**src/hdl/wdog_pkg.sv**
```systemverilog
// Package for the keyed watchdog timer: register map, field layout, keys, timing.
// Assumes a 10 MHz master clock and a 32-bit AXI4-Lite register bus.
package wdog_pkg;

  // ----------------------------------------------------------------
  // Register offsets (byte addresses)
  // ----------------------------------------------------------------
  localparam logic [7:0] overflow_mode_off = 8'h00;
  localparam logic [7:0] tick_config_off = 8'h04;
  localparam logic [7:0] restart_command_off = 8'h08;
  localparam logic [7:0] overflow_status_off = 8'h0c;
  localparam logic [7:0] event_status_off = 8'h10;
  localparam logic [7:0] event_mask_off = 8'h14;
  localparam logic [7:0] reset_cause_off = 8'h18;

  // ----------------------------------------------------------------
  // Keys and field positions
  // ----------------------------------------------------------------
  localparam logic [11:0] mode_write_key = 12'h234;
  localparam logic [8:0] config_write_key = 9'h06e;
  localparam logic [15:0] restart_password = 16'hc071;
  localparam int mode_key_lsb = 4;
  localparam int config_key_lsb = 7;
  localparam int preload_lsb = 2;
  localparam logic [11:0] preload_low_ones = 12'hfff;

  // Reset cause codes
  localparam logic [7:0] cause_pin = 8'h6c;
  localparam logic [7:0] cause_watchdog = 8'h53;

  // Reset values
  localparam logic [3:0] mode_reset = 4'h0;
  localparam logic [5:0] config_reset = 6'h00;

  // ----------------------------------------------------------------
  // Timing
  // ----------------------------------------------------------------
  localparam int clock_hz = 10_000_000;
  localparam int pin_low_cycles = 8;
  localparam logic [10:0] div_8 = 11'h008;
  localparam logic [10:0] div_32 = 11'h020;
  localparam logic [10:0] div_128 = 11'h080;
  localparam logic [10:0] div_1024 = 11'h400;

  // Overflow mode enable bits
  typedef struct packed {
    logic pin_on_overflow_enable;
    logic interrupt_on_overflow_enable;
    logic reset_on_overflow_enable;
    logic timer_enable;
  } mode_type;

  // Overflow outputs travelling together
  typedef struct packed {
    logic timeout_system_reset;
    logic timeout_interrupt;
    logic overflow_pin_n;
  } overflow_out_type;

endpackage

```
**src/hdl/keyed_watchdog_timer.sv**
```systemverilog
// Keyed watchdog timer with an AXI4-Lite register slave and event interrupt.
// Assumes one 10 MHz clock aclk, synchronous active-low aresetn, and that
// the system reset generator feeds back timeout_system_reset as a reset.
//
// Operation
// - 16-bit down counter decrements on each enabled tick
// - Tick from clock divided 8/32/128/1024 by select
// - Restart loads fff low and preload high nibble
// - Overflow requests system reset when reset enabled
// - Overflow pulses interrupt output when interrupt enabled
// - Overflow drives pin low eight cycles when enabled
// - Disabled timer starts no overflow signals; a pin pulse under way runs on
// - Mode and config writes need matching key
// - Mode enables update only with key 0x234
// - Config fields update only with key 0x06e
// - Restart only on control write of 0xc071
// - Overflow flag set on overflow, cleared on restart
// - Reset cause reports watchdog code after timeout
//
// The implementer's own choice: the AXI4-Lite register port.
`timescale 1ns/1ns
module keyed_watchdog_timer #(
  // Master clock cycles the overflow pin is held low
  parameter int pin_low_len = wdog_pkg::pin_low_cycles
) (
  // Clock and reset
  input wire logic aclk,
  input wire logic aresetn,
  // Reset cause: high when the last reset came from this watchdog
  input wire logic last_reset_was_watchdog,
  // AXI4-Lite write address
  input wire logic awvalid,
  output logic awready,
  input wire logic [7:0] awaddr,
  // AXI4-Lite write data
  input wire logic wvalid,
  output logic wready,
  input wire logic [31:0] wdata,
  input wire logic [3:0] wstrb,
  // AXI4-Lite write response
  output logic bvalid,
  input wire logic bready,
  output logic [1:0] bresp,
  // AXI4-Lite read address
  input wire logic arvalid,
  output logic arready,
  input wire logic [7:0] araddr,
  // AXI4-Lite read data
  output logic rvalid,
  input wire logic rready,
  output logic [31:0] rdata,
  output logic [1:0] rresp,
  // Overflow outputs
  output logic timeout_system_reset,
  output logic timeout_interrupt,
  output logic overflow_pin_n,
  // Event interrupt
  output logic irq
);
  import wdog_pkg::*;

  // ----------------------------------------------------------------
  // Helper functions
  // ----------------------------------------------------------------
  // Divider length for a tick select code
  function automatic logic [10:0] tick_period(input logic [1:0] sel);
    case (sel)
      2'b00: tick_period = div_8;
      2'b01: tick_period = div_32;
      2'b10: tick_period = div_128;
      default: tick_period = div_1024;
    endcase
  endfunction

  // Preload value built from the high nibble
  // Low twelve bits are always ones, so even nibble 0 gives 4096 ticks
  function automatic logic [15:0] preload(input logic [3:0] hi);
    preload = {hi, preload_low_ones};
  endfunction

  // Word decode: true when a byte address selects the register at off
  function automatic logic addr_hit(input logic [7:0] addr, input logic [7:0] off);
    addr_hit = addr[7:2] == off[7:2];
  endfunction

  // ----------------------------------------------------------------
  // Registers
  // ----------------------------------------------------------------
  mode_type mode_q;
  logic [3:0] preload_high_nibble_q;
  logic [1:0] tick_divider_select_q;
  logic overflow_flag_q;
  logic [1:0] event_status_q;
  logic [1:0] event_mask_q;
  logic [7:0] reset_cause_q;
  logic [15:0] count_q;
  logic [10:0] div_q;
  logic [3:0] pin_cnt_q;
  overflow_out_type ovf_out_q;

  // Write channel latches; address and data may arrive in either order
  logic aw_held_q;
  logic w_held_q;
  logic [7:0] aw_addr_q;
  logic [31:0] w_data_q;
  logic [3:0] w_strb_q;
  logic wr_fire;
  logic lo_ok;
  logic tick;
  logic overflow;
  logic restart;
  logic mode_key_ok;
  logic config_key_ok;
  logic [10:0] tick_last;

  // Ready stays low while a response waits, so one write is in flight at most
  assign awready = !aw_held_q && !bvalid;
  assign wready = !w_held_q && !bvalid;
  assign wr_fire = aw_held_q && w_held_q && !bvalid;
  // Keys sit in bits 15..4, so both low byte lanes must be written
  assign lo_ok = w_strb_q[0] && w_strb_q[1];
  // Key checks, shared by the register updates and the reject event
  assign mode_key_ok = lo_ok && w_data_q[15:mode_key_lsb] == mode_write_key;
  assign config_key_ok = lo_ok && w_data_q[15:config_key_lsb] == config_write_key;

  // Capture write address and data
  // Each channel is taken on its own handshake and held until the write fires
  always_ff @(posedge aclk) begin
    if (!aresetn) begin
      aw_held_q <= 1'b0;
      w_held_q <= 1'b0;
      aw_addr_q <= 8'h00;
      w_data_q <= 32'h0000_0000;
      w_strb_q <= 4'h0;
    end else begin
      if (awvalid && awready) begin
        aw_held_q <= 1'b1;
        aw_addr_q <= awaddr;
      end else if (wr_fire) begin
        aw_held_q <= 1'b0;
      end
      if (wvalid && wready) begin
        w_held_q <= 1'b1;
        w_data_q <= wdata;
        w_strb_q <= wstrb;
      end else if (wr_fire) begin
        w_held_q <= 1'b0;
      end
    end
  end

  // Write response; unmapped or read-only addresses answer SLVERR
  always_ff @(posedge aclk) begin
    if (!aresetn) begin
      bvalid <= 1'b0;
      bresp <= 2'b00;
    end else if (wr_fire) begin
      bvalid <= 1'b1;
      case ({aw_addr_q[7:2], 2'b00})
        overflow_mode_off, tick_config_off, restart_command_off,
        event_status_off, event_mask_off: bresp <= 2'b00;
        default: bresp <= 2'b10;
      endcase
    end else if (bready) begin
      bvalid <= 1'b0;
    end
  end

  // Mode register, guarded by its key
  always_ff @(posedge aclk) begin
    if (!aresetn) begin
      mode_q <= mode_type'(mode_reset);
    end else if (wr_fire && addr_hit(aw_addr_q, overflow_mode_off) && mode_key_ok) begin
      mode_q <= mode_type'(w_data_q[3:0]);
    end
  end

  // Tick and preload configuration, guarded by its key
  always_ff @(posedge aclk) begin
    if (!aresetn) begin
      {preload_high_nibble_q, tick_divider_select_q} <= config_reset;
    end else if (wr_fire && addr_hit(aw_addr_q, tick_config_off) && config_key_ok) begin
      preload_high_nibble_q <= w_data_q[preload_lsb +: 4];
      tick_divider_select_q <= w_data_q[1:0];
    end
  end

  // Restart only on the exact password
  assign restart = wr_fire && addr_hit(aw_addr_q, restart_command_off) && lo_ok &&
                   w_data_q[15:0] == restart_password;

  // ----------------------------------------------------------------
  // Tick divider and counter
  // ----------------------------------------------------------------
  // Last count of the divider for the selected tap
  assign tick_last = tick_period(tick_divider_select_q) - 11'h001;

  // Divider restarts with the counter so the first tick is a full period
  always_ff @(posedge aclk) begin
    if (!aresetn || restart || !mode_q.timer_enable) begin
      div_q <= 11'h000;
    end else if (div_q >= tick_last) begin
      div_q <= 11'h000;
    end else begin
      div_q <= div_q + 11'h001;
    end
  end

  // A disabled timer never ticks, so no overflow signal can follow
  assign tick = mode_q.timer_enable && div_q == tick_last;
  assign overflow = tick && count_q == 16'h0000;

  // Down counter; wraps to the preload on overflow and keeps running
  // Restart beats overflow so a late restart still buys a full period
  always_ff @(posedge aclk) begin
    if (!aresetn) begin
      count_q <= preload(4'h0);
    end else if (restart) begin
      count_q <= preload(preload_high_nibble_q);
    end else if (overflow) begin
      count_q <= preload(preload_high_nibble_q);
    end else if (tick) begin
      count_q <= count_q - 16'h0001;
    end
  end

  // Overflow flag: a same-cycle overflow wins over restart
  always_ff @(posedge aclk) begin
    if (!aresetn) begin
      overflow_flag_q <= 1'b0;
    end else if (overflow) begin
      overflow_flag_q <= 1'b1;
    end else if (restart) begin
      overflow_flag_q <= 1'b0;
    end
  end

  // ----------------------------------------------------------------
  // Overflow signals, each gated by its own enable
  // ----------------------------------------------------------------
  // Registered so the pulses leave the block free of glitches
  always_ff @(posedge aclk) begin
    if (!aresetn) begin
      ovf_out_q <= '{timeout_system_reset: 1'b0, timeout_interrupt: 1'b0,
                     overflow_pin_n: 1'b1};
      pin_cnt_q <= 4'h0;
    end else begin
      // Overflow needs timer_enable, so a disabled timer starts no new output pulse
      ovf_out_q.timeout_system_reset <= overflow && mode_q.reset_on_overflow_enable;
      ovf_out_q.timeout_interrupt <= overflow && mode_q.interrupt_on_overflow_enable;
      // Limitation: a pin pulse already started runs its full length
      if (overflow && mode_q.pin_on_overflow_enable) begin
        pin_cnt_q <= 4'(pin_low_len - 1);
        ovf_out_q.overflow_pin_n <= 1'b0;
      end else if (pin_cnt_q != 4'h0) begin
        pin_cnt_q <= pin_cnt_q - 4'h1;
      end else begin
        ovf_out_q.overflow_pin_n <= 1'b1;
      end
    end
  end

  assign timeout_system_reset = ovf_out_q.timeout_system_reset;
  assign timeout_interrupt = ovf_out_q.timeout_interrupt;
  assign overflow_pin_n = ovf_out_q.overflow_pin_n;

  // Reset cause caught after release, never under reset itself,
  // so a cause input that settles late during reset is still seen
  always_ff @(posedge aclk) begin
    if (!aresetn) begin
      reset_cause_q <= 8'h00;
    end else if (reset_cause_q == 8'h00) begin
      reset_cause_q <= last_reset_was_watchdog ? cause_watchdog : cause_pin;
    end
  end

  // ----------------------------------------------------------------
  // Event interrupt: bit 0 overflow, bit 1 rejected keyed write
  // ----------------------------------------------------------------
  logic key_reject;
  // A restart write with any other value counts as a rejected keyed write
  assign key_reject = wr_fire && !restart &&
    ((addr_hit(aw_addr_q, overflow_mode_off) && !mode_key_ok) ||
     (addr_hit(aw_addr_q, tick_config_off) && !config_key_ok) ||
     addr_hit(aw_addr_q, restart_command_off));

  // Sticky status, write one to clear; a new event wins over the clear
  always_ff @(posedge aclk) begin
    if (!aresetn) begin
      event_status_q <= 2'b00;
    end else begin
      event_status_q <= (event_status_q &
        ~((wr_fire && addr_hit(aw_addr_q, event_status_off) && w_strb_q[0]) ?
          w_data_q[1:0] : 2'b00)) | {key_reject, overflow};
    end
  end

  // Interrupt mask; only bits set here drive the level interrupt
  always_ff @(posedge aclk) begin
    if (!aresetn) begin
      event_mask_q <= 2'b00;
    end else if (wr_fire && addr_hit(aw_addr_q, event_mask_off) && w_strb_q[0]) begin
      event_mask_q <= w_data_q[1:0];
    end
  end

  assign irq = |(event_status_q & event_mask_q);

  // ----------------------------------------------------------------
  // Read channel: one cycle from address to data
  // ----------------------------------------------------------------
  // Reads never stall: the address is taken whenever no data waits
  assign arready = !rvalid;

  always_ff @(posedge aclk) begin
    if (!aresetn) begin
      rvalid <= 1'b0;
      rdata <= 32'h0000_0000;
      rresp <= 2'b00;
    end else if (arvalid && arready) begin
      rvalid <= 1'b1;
      rresp <= 2'b00;
      // Key fields read back as zero
      case ({araddr[7:2], 2'b00})
        overflow_mode_off: rdata <= {28'h0, mode_q};
        tick_config_off: rdata <= {26'h0, preload_high_nibble_q, tick_divider_select_q};
        restart_command_off: rdata <= 32'h0000_0000;
        overflow_status_off: rdata <= {31'h0, overflow_flag_q};
        event_status_off: rdata <= {30'h0, event_status_q};
        event_mask_off: rdata <= {30'h0, event_mask_q};
        reset_cause_off: rdata <= {24'h0, reset_cause_q};
        default: begin
          rdata <= 32'h0000_0000;
          rresp <= 2'b10;
        end
      endcase
    end else if (rready) begin
      rvalid <= 1'b0;
    end
  end

endmodule // keyed_watchdog_timer

```
**config.mk**
```make
export PLATFORM = sky130hd
export DESIGN_NAME = keyed_watchdog_timer
export DESIGN_NICKNAME = d
export VERILOG_FILES = /design/src/hdl/wdog_pkg.sv /design/src/hdl/keyed_watchdog_timer.sv
export SDC_FILE = /design/constraint.sdc
export NUM_CORES = 1
export LEC_CHECK = 0
export BUFFER_PORTS_ARGS = -buffer_cell sky130_fd_sc_hd__buf_2
export CAP_MARGIN = 20
export CORE_UTILIZATION = 40
export DETAILED_ROUTE_END_ITERATION = 10
export SKIP_LAST_GASP = 1
export SYNTH_ARGS = -nofsm -noshare
export SYNTH_HDL_FRONTEND = slang
export SYNTH_SLANG_ARGS = --single-unit
export TNS_END_PERCENT = 20
```
**constraint.sdc**
```tcl
create_clock -name aclk -period 6.15 [get_ports aclk]
set_clock_uncertainty 0.15 [all_clocks]
set_input_delay 0.615 -clock aclk [delete_from_list [all_inputs] [get_ports aclk]]
set_output_delay 0.615 -clock aclk [all_outputs]
set_load 0.02 [all_outputs]
```
==> results of run 1 <==
[cell type report]
class                           count  share of cell area, %
Multi-Input combinational cell    381                   48.2
Sequential cell                    89                   37.0
Timing Repair Buffer               58                   6.18
Tap cell                          136                   3.53
Clock buffer                       11                   2.93
Clock inverter                      4                   1.12
Inverter                           14                   1.09
[worst paths after layout]
path,endpoint,slack [ns],cells past startpoint
max,count_q[1],2.77,10
min,rvalid,0.29,2
max reg2reg,count_q[1],2.77,10
min reg2reg,w_data_q[6],0.30,2
[kinds of logic after synthesis]
| kind of cell | share of synthesized area (%) |
|---|---|
| simple gates | 25.7 |
| xor+xnor | 5.03 |
| fa+ha+maj | 3.74 |
| mux | 5.60 |
| other cells | 0.173 |
| buf+inv | 7.99 |
| flops | 40.9 |
| compound gates | 10.8 |
[routing by layer]
metal	global-route usage (%)	wire (um)	vias to the layer above
met5	0	13	-
met4	4.07	79	2
met3	5.09	379	9
met2	26.3	4100	77
met1	21.9	4380	1619
li1	-	-	1792
[placed cells by master, fill, tap and decap left out, types with 13 or more instances in the layout]
cell and instances:
a21oi_1 38, nor2_1 54, nor3_1 16, mux2i_1 21
nand2_1 69, inv_1 14, dfxtp_1 89, buf_2 55
xor2_1 17, ha_1 13, conb_1 28
[sequential cells by signal, indices dropped and copies added (netlist names), 2 cells and up]
| register | count |
|---|---|
| aw_addr_q | 6 |
| event_mask_q | 2 |
| event_status_q | 2 |
| rdata | 7 |
| preload_high_nibble_q | 4 |
| reset_cause_q | 3 |
| w_strb_q | 2 |
| div_q | 11 |
| w_data_q | 16 |
| tick_divider_select_q | 2 |
| count_q | 16 |
| pin_cnt_q | 4 |
| mode_q | 4 |
[per-stage QoR]
step	cells	total power, mW	instance area [um2]
after floorplan	530	0.764	4450
after global placement	676	0.783	4610
after detailed placement	678	0.790	4620
after CTS	693	1.20	4820
after global routing	693	1.24	4820
final	693	1.18	4820
[power by group]
group	leakage, nW	total, mW	switching [mW]	internal [mW]
clock network	0.0916	0.402	0.204	0.198
registers	0.724	0.626	0.0229	0.603
logic	1.13	0.151	0.0936	0.0579
total	1.95	1.18	0.321	0.858
==> run metrics, run 1 <==
crit-path max FO=8; Final min period=around 3.4 ns; Final #Nets=626; Worst Hold Class=primary input to flop; Detailed Route WL=8.95 mm; RSZ-0062 raised after global routing=false; Reg area=about 1800 um2; Pleak=between 1.5 and 2 nW; ys async rst share=0%; DRC viols=0; Worst VDD drop=around 0.12 mV; Relative slew margins=between 40% and 50%; Clk Latency, worst-skew pair=around 0.36 ns; required time of the critical path=between 6 and 7 ns; CP delay by family, top=simple AND/OR/NAND/NOR gates; clk sinks=slightly below 90; initial DRC count=150; Worst Setup SP=tick_divider_select_q[0]; CTS resizes=0; global route overflow=0; most used cell along the critical path=ha_1; hpwl dp=6.48 mm; CP startpoint kind=flop; endpoint type of the worst setup path=flop; post-place setup slack=roughly 2.7 ns; FF+latch count, synth=just under 90; crit-path cells=nor2_1 > inv_1 > ha_1 > ha_1 > nand4_1 > or3_1 > nor4_2 > nor3_1 > buf_4 > o211ai_1; via count=between 3000 and 4000; Worst Hold Launch=rready; fmax=slightly below 300 MHz; IO buf count=between 50 and 60; Post-CTS Setup Inserts=0; Area growth syn-to-layout=10.7%; multi-input combinational cell area=2320 um2; Max-Cap Viols=0; post-synthesis cell type count=58; Antenna Cells=0; layout cell share with drive strength beyond 1=15.8%; top post-synthesis cells by area=dfxtp_1 (41%), nand2_1 (5.9%), buf_4 (4.8%), mux2i_1 (4.8%), nor2_1 (4.7%); slowest cell on the critical path=nor4_2; final slew viol count=0; Worst Max-Slew Pin Slew=~0.87 ns; Filler Cell Count=1057; Netlist Area Pre-Place=4350 um2; top_reg_cell synth=dfxtp_1; Hold Slack=0.287 ns; Buf/Inv on CP=2; Final setup viols=0; largest net degree at the start of global routing=between 50 and 60; Synth Instances=504; die area=11300 um2; first-pass GRT wire length=around 15 mm; Fin Setup TNS=0 ns; Final Hold Viols=0; top-area cell type share of the netlist area=roughly two fifths; post-synthesis sequential area ratio=roughly 41%; Final WS setup=between 2 and 3 ns; TritonCTS Buffers=9; area leader, netlist=dfxtp_1; Via density=about 5; Final period util=~55%; maximum root-to-sink buffer count=2; initial antenna violation count=1; worst r2r src=tick_divider_select_q[0]; CTS tree=yes; H-tree depth=3; Die W=between 100 and 150 um; Post-synth top cells=dfxtp_1 (89), nand2_1 (69), nor2_1 (54); Die H=around 110 um; EDFF count, synth=0; Core Area=~10000 um2; Power Density=roughly 240 nW/um2; clock transition at the registers of the reported paths=roughly 0.09 ns; status=complete, no violations; final core occ=between 40% and 50%; Ys Warns=0; count leader, synth=dfxtp_1; CP arrival=roughly 3.5 ns; RePlAce Congestion=0.756; Hold Buf Count CTS=0; starting utilization of the core area=between 40% and 50%; Ports=105; number of global-route vias before repair=roughly 3200; FP Rows=37; Avg Cell Area, Syn=approximately 8.6 um2; Avg WL per Cell=about 13 um; Critical Path Max Stage Delay=0.65 ns; clock root buffer=clkbuf_8; drt first pass iters=4; GRT Util Overall=about 17%; Final ANT Viol Nets=0; kind of critical path=flop to flop
(Power assumes the default switching activity.)
==> inputs of run 2 (changes only) <==
--- a/config.mk
+++ b/config.mk
@@ -5,6 +5,7 @@
 export SDC_FILE = /design/constraint.sdc
 export NUM_CORES = 1
 export LEC_CHECK = 0
+export ABC_AREA = 1
 export BUFFER_PORTS_ARGS = -buffer_cell sky130_fd_sc_hd__buf_2
 export CAP_MARGIN = 20
 export CORE_UTILIZATION = 40
==> constraint.sdc (replaced) <==
create_clock -name aclk -period 3.4 [get_ports aclk]
set_clock_uncertainty 0.15 [all_clocks]
set_input_delay 0.34 -clock aclk [delete_from_list [all_inputs] [get_ports aclk]]
set_output_delay 0.34 -clock aclk [all_outputs]
set_load 0.02 [all_outputs]
==> run 2 against run 1 <==
Compared with the run above: non-clock buffer count stayed put; critical path depth increased by 2; setup slack got worse by 2.1 ns; clock-buffer cell count fell by 1; first-iteration DRC count is 43% higher; design area grew 6.1%; fmax is 24% higher; clock power is 130% higher; wire length is 8.9% higher; highest routed layer is now met4.
==> run metrics, run 2 <==
final slew viol count=0 (unchanged); Antenna Cells=0 (unchanged); Net Sw Power=0.667 mW (+110%); DRC viols=0 (unchanged); Area growth syn-to-layout=13.0%; most frequent cells in the layout=nand2_1 (129), nor2_1 (111), dfxtp_1 (89); fmax=369 MHz (+24%); clk sinks=89 (unchanged); global route overflow=0 (unchanged); Sequential Power Share=47.8% (-5.3 points); Relative slew margins=43.2% (+1.0 points); number of global-route vias before repair=3887 (+22%); Synth Area in Compound Gates=11.4% (+0.59 points); XOR/XNOR Fraction of Synth Area=2.90% (-2.1 points); FF+latch count, synth=89 (unchanged); via count=4119 (+18%); main combinational cell family by area after synthesis=simple AND/OR/NAND/NOR gates; crit-path max FO=6 (-2); Avg WL per Cell=11.4 um (-11%); hpwl dp=7.40 mm (+14%); CTS tree=yes; Ports=105 (unchanged); Die H=108 um (+1.9%); count leader, synth=nand2_1; Clk Latency, worst-skew pair=0.34 ns (-0.02 ns); Max-Cap Viols=0 (unchanged); Final period util=79.8% (+25 points); Hold Buf Count CTS=0 (unchanged); Buf/Inv on CP=1 (-1); CP delay by family, top=simple AND/OR/NAND/NOR gates; power share of the clock group=39.3% (+5.2 points); TritonCTS Buffers=9 (unchanged); required time of the critical path=3.52 ns (-2.76 ns); Sw Ratio=28.0% (+0.86 points); Worst Hold Class=primary input to flop; Detailed Route WL=9.75 mm (+8.9%); clock root buffer=clkbuf_16; maximum root-to-sink buffer count=2 (unchanged); Reg2Reg Setup Slack=0.69 ns (-2.09 ns); Die W=108 um (+1.9%); top-area cell type share of the netlist area=39.4% (-1.6 points); post-synthesis sequential area ratio=39.4% (-1.6 points); slowest cell on the critical path=dfxtp_1; Via density=4.83 (-4.2%); Comb pwr share=12.9% (about the same); Worst VDD drop=0.365 mV (+200%); first-pass GRT wire length=17.0 mm (+14%); endpoint type of the worst setup path=flop; H-tree depth=3 (unchanged); Fin Setup TNS=0 ns (unchanged); Filler Cell Count=1165 (+10%); Adder-Cell Fraction of Synth Area=3.60% (-0.14 points); Final Hold Viols=0 (unchanged); ys async rst share=0% (unchanged); post-synthesis cell type count=34 (-41%); Core Area=10900 um2 (+5.0%); Netlist Area Pre-Place=4520 um2 (+3.9%); crit-path cells=inv_1 > or2_2 > ha_1 > ha_1 > nand2_1 > nor2_1 > nand3_1 > nor2_1 > nand4_1 > nand2_1 > nand2_1 > a21oi_1; EDFF count, synth=0 (unchanged); Pleak=2.26 nW (+16%); clock transition at the registers of the reported paths=0.07 ns (-0.02 ns); initial DRC count=214 (+43%); simple-gate share of the synthesized area=31.2% (+5.5 points); Final WS setup=0.688 ns (-2.09 ns); top_reg_cell synth=dfxtp_1; drt first pass iters=4 (unchanged); mux contribution to synthesized area=0% (-5.6 points); Post-synth top cells=nand2_1 (129), nor2_1 (111), dfxtp_1 (89); status=complete, no violations; FP Rows=38 (+2.7%); post-place setup slack=0.694 ns (-2.05 ns); IO buf count=55 (unchanged); CP arrival=2.83 ns (-0.68 ns); Ys Warns=0 (unchanged); RePlAce Congestion=0.813 (+7.5%); Final #Nets=780 (+25%); Post-CTS Setup Inserts=0 (unchanged); Power Density=465 nW/um2 (+90%); Int Power=1.71 mW (+99%); Avg Cell Area, Syn=6.94 um2 (-20%); most used cell along the critical path=nand2_1; top post-synthesis cells by area=dfxtp_1 (39%), nand2_1 (11%), nor2_1 (9.2%), inv_1 (5.5%), nand3_1 (5.0%); Critical Path Max Stage Delay=0.37 ns (-0.28 ns); die area=11700 um2 (+3.9%); biggest regs=count_q: 16 flops, w_data_q: 16 flops, div_q: 11 flops; Synth Instances=652 (+29%); initial antenna violation count=0 (-1); Final min period=2.71 ns (-0.664 ns); kind of critical path=flop to flop; GRT Util Overall=18.3% (+1.7 points); CTS resizes=0 (unchanged); CP startpoint kind=flop; area leader, netlist=dfxtp_1; largest net degree at the start of global routing=33 (-43%); starting utilization of the core area=41.4% (-0.42 points); RSZ-0062 raised after global routing=false; layout cell share with drive strength beyond 1=11.9% (-3.9 points); Final setup viols=0 (unchanged); Final ANT Viol Nets=0 (unchanged); commonest non-fill, non-tap cell in the layout=nand2_1; Worst Max-Slew Pin Slew=0.850 ns (-0.0164 ns)
## run 2: cell types whose count changed after synthesis, sizes merged, moves of 8 or more
cell and change:
nand2 +63, nor2 +61, inv +52, nand3 +35, o21ai +30, mux2i -21, nor4 -8
## run 2: power by group through the flow
stage / Sequential (mW) / Combinational [mW] / Clock, mW
global placement: 1.16 / 0.298 / 0
floorplan: 1.15 / 0.260 / 0
CTS: 1.14 / 0.309 / 0.959
detailed placement: 1.16 / 0.308 / 0
finish: 1.14 / 0.306 / 0.935
global route: 1.14 / 0.360 / 1.01
## run 2: path summary, 6_finish.rpt
path / startpoint / to / depth (start not counted)
worst max register to register: tick_divider_select_q[0] / pin_cnt_q[2] / 12
worst min-delay path: wdata[7] / w_data_q[7] / 3
worst min register to register: div_q[0] / div_q[0] / 1
worst max-delay path: tick_divider_select_q[0] / pin_cnt_q[2] / 12
## run 2: worst register-to-register path, cell delays in order (launching register included)
cell and delay, ns:
dfxtp_1 0.37, inv_1 0.06, or2_2 0.28, ha_1 0.28, ha_1 0.30, nand2_1 0.07
nor2_1 0.15, nand3_1 0.19, nor2_1 0.17, nand4_1 0.26, nand2_1 0.20, nand2_1 0.06
a21oi_1 0.11
## run 2: cell families (layout without fill, tap and decap cells)
family,count (synthesis),after routing
other,2,28
AND/OR/NAND/NOR,329,329
AO/OA/AOI/OAI,97,97
buffers and inverters,107,141
flip-flops,89,89
XOR/XNOR,15,15
adder cells (fa/ha/maj),13,13
## run 2: routing by layer
layer / track usage, % / vias up / routed length, um
li1: - / 2170 / -
met1: 21.7 / 1864 / 4700
met2: 31.9 / 76 / 4620
met3: 4.64 / 9 / 316
met4: 6.18 / 0 / 113
met5: 0 / - / 0
## run 2: stage by stage
step | power, mW | util, % | instances | hold WS (ns) | cell area [um2]
after global routing | 2.51 | 46.8 | 852 | 0.116 | 5110
after CTS | 2.40 | 46.8 | 852 | 0.0884 | 5110
final | 2.38 | 46.8 | 852 | 0.0980 | 5110
after detailed placement | 1.47 | 44.2 | 836 | 0.289 | 4830
after global placement | 1.46 | 44.2 | 836 | 0.280 | 4830
after floorplan | 1.41 | - | 678 | 0.268 | 4620
## run 2: cell type report
cell class / count / area, um2 / share of cell area, %
Multi-Input combinational cell: 482 / 2330 / 45.5
Sequential cell: 89 / 1780 / 34.8
Timing Repair Buffer: 58 / 298 / 5.82
Inverter: 67 / 251 / 4.92
Clock buffer: 10 / 229 / 4.48
Tap cell: 140 / 175 / 3.43
Clock inverter: 6 / 50.0 / 0.979
==> inputs of run 3 (changes only) <==
==> constraint.sdc (replaced) <==
create_clock -name aclk -period 2.78 [get_ports aclk]
set_clock_uncertainty 0.15 [all_clocks]
set_input_delay 0.278 -clock aclk [delete_from_list [all_inputs] [get_ports aclk]]
set_output_delay 0.278 -clock aclk [all_outputs]
set_load 0.02 [all_outputs]
==> run 3 against run 2 <==
Compared with the run above: total power grew 20%; largest power group unchanged; first-iteration DRC count is 12% lower; setup slack worse by 0.52 ns; register-to-register slack got worse by 0.52 ns.
==> run metrics, run 3 (synthesized netlist as in run 2, its figures left out) <==
crit-path max FO=6 (unchanged); worst r2r src=tick_divider_select_q[0]; Via density=4.82 (-0.25%); FP Rows=38 (unchanged); R2R depth=12 (unchanged); Max-Cap Viols=0 (unchanged); final slew viol count=0 (unchanged); via count=4128 (+0.22%); hpwl dp=7.38 mm (-0.19%); status=complete, no violations; first-pass GRT wire length=16.5 mm (-2.8%); CP delay by family, top=simple AND/OR/NAND/NOR gates; Final setup viols=0 (unchanged); GRT Util Overall=17.8% (-0.45 points); die area=11700 um2 (unchanged); Clk Latency, worst-skew pair=0.34 ns (about the same); Final period util=94.0% (+14 points); CP arrival=2.69 ns (-0.14 ns); DRC viols=0 (unchanged); IO buf count=55 (unchanged); endpoint type of the worst setup path=flop; Area growth syn-to-layout=13.9%; CTS tree=yes; Fin Setup TNS=0 ns (unchanged); final core occ=47.1% (+0.34 points); most frequent cells in the layout=nand2_1 (128), nor2_1 (108), dfxtp_1 (88); layout cell share with drive strength beyond 1=13.3% (+1.3 points); Die H=108 um (unchanged); Reg2Reg Setup Slack=0.17 ns (-0.52 ns); Final min period=2.61 ns (-0.0994 ns); number of global-route vias before repair=3705 (-4.7%); Worst Hold Class=primary input to flop; hold path cells=3 (unchanged); largest net degree at the start of global routing=28 (-15%); drt first pass iters=4 (unchanged); Final Hold Viols=0 (unchanged); Pleak=2.27 nW (+0.63%); Pwr Total=2.86 mW (+20%); Die W=108 um (unchanged); clk sinks=89 (unchanged); slowest cell on the critical path=dfxtp_2; global route overflow=0 (unchanged); Final #Nets=785 (+0.64%); Ports=105 (unchanged); required time of the critical path=2.86 ns (-0.66 ns); Worst Hold Launch=wdata[7]; TritonCTS Buffers=9 (unchanged); Critical Path Max Stage Delay=0.36 ns (about the same); Filler Cell Count=1145 (-1.7%); Final ANT Viol Nets=0 (unchanged); crit-path cells=inv_1 > or2_2 > ha_1 > ha_1 > nand2_1 > nor2_2 > nand3_2 > nor2_2 > nand4_1 > buf_4 > o21ai_0 > nand2_1; Reg-to-Reg End=overflow_pin_n; Worst VDD drop=0.344 mV (-5.5%); Reg area=1780 um2 (about the same); clock root buffer=clkbuf_16; Buf/Inv on CP=2 (+1); initial DRC count=188 (-12%); Avg WL per Cell=11.4 um (-0.51%); multi-input combinational cell area=2340 um2 (+0.65%); kind of critical path=flop to flop; Power Density=555 nW/um2 (+19%); Core Area=10900 um2 (unchanged); H-tree depth=3 (unchanged); starting utilization of the core area=41.4% (unchanged); RSZ-0062 raised after global routing=false; Antenna Cells=0 (unchanged); RePlAce Congestion=0.790 (-2.8%); initial antenna violation count=0 (unchanged); fmax=383 MHz (+3.8%); commonest non-fill, non-tap cell in the layout=nand2_1; clock transition at the registers of the reported paths=0.07 ns (about the same); CP Depth=12 (unchanged); maximum root-to-sink buffer count=2 (unchanged); biggest regs=count_q: 16 flops, w_data_q: 16 flops, div_q: 11 flops; Detailed Route WL=9.74 mm (about the same); WHS Endpoint=w_data_q[7]; CP startpoint kind=flop; Hold Slack=0.0374 ns (-0.0606 ns)
run 3: cell types whose count changed in the layout (fill, tap and decap cells not counted), sizes merged:
cell      before  now
clkinvlp       1    2
buf           58   63
clkinv         3    4
inv           69   66
run 3: worst max path at each step:
stage	from	slack, ns	end
after detailed placement	tick_divider_select_q[0]	0.08	pin_cnt_q[2]
final	tick_divider_select_q[0]	0.17	overflow_pin_n
after global routing	tick_divider_select_q[0]	0.01	overflow_pin_n
after global placement	tick_divider_select_q[0]	0.15	pin_cnt_q[2]
after floorplan	tick_divider_select_q[0]	0.47	pin_cnt_q[2]
after CTS	tick_divider_select_q[0]	0.06	pin_cnt_q[2]
run 3: worst min-delay path, cell delays in order:
cell	delay [ns]
buf_2	0.07
o21ai_0	0.07
nor2_1	0.07
run 3: timing repair:
action	in CTS	in global routing
endpoints found under the hold margin	0	0
hold buffers	0	0
setup endpoints to repair	0	6
buffers inserted	0	2
gates resized for setup	0	6
run 3: layer usage:
layer	wire length, um	global-route usage (%)	vias up
met5	0	0	-
met4	150	6.18	0
met3	414	4.04	15
met2	4540	30.3	88
met1	4640	22.1	1849
li1	-	-	2176
run 3: cell type report:
cell class / count / area share [%]
Sequential cell: 89 / 34.6
Clock inverter: 5 / 0.656
Timing Repair Buffer: 63 / 6.51
Inverter: 67 / 4.88
Multi-Input combinational cell: 482 / 45.5
Tap cell: 140 / 3.40
Clock buffer: 10 / 4.44
run 3: report_power, final:
| group | total (mW) | switching (mW) | internal (mW) |
|---|---|---|---|
| registers | 1.39 | 0.0471 | 1.34 |
| clock network | 1.09 | 0.489 | 0.599 |
| logic | 0.379 | 0.245 | 0.134 |
run 3: stage by stage:
step	area [um2]	setup slack [ns]	std cells
2_1_floorplan	4620	0.468	678
3_3_place_gp	4860	0.152	839
3_5_place_dp	4860	0.0804	839
4_1_cts	5120	0.0643	854
5_1_grt	5150	0.0140	856
6_report	5150	0.167	856
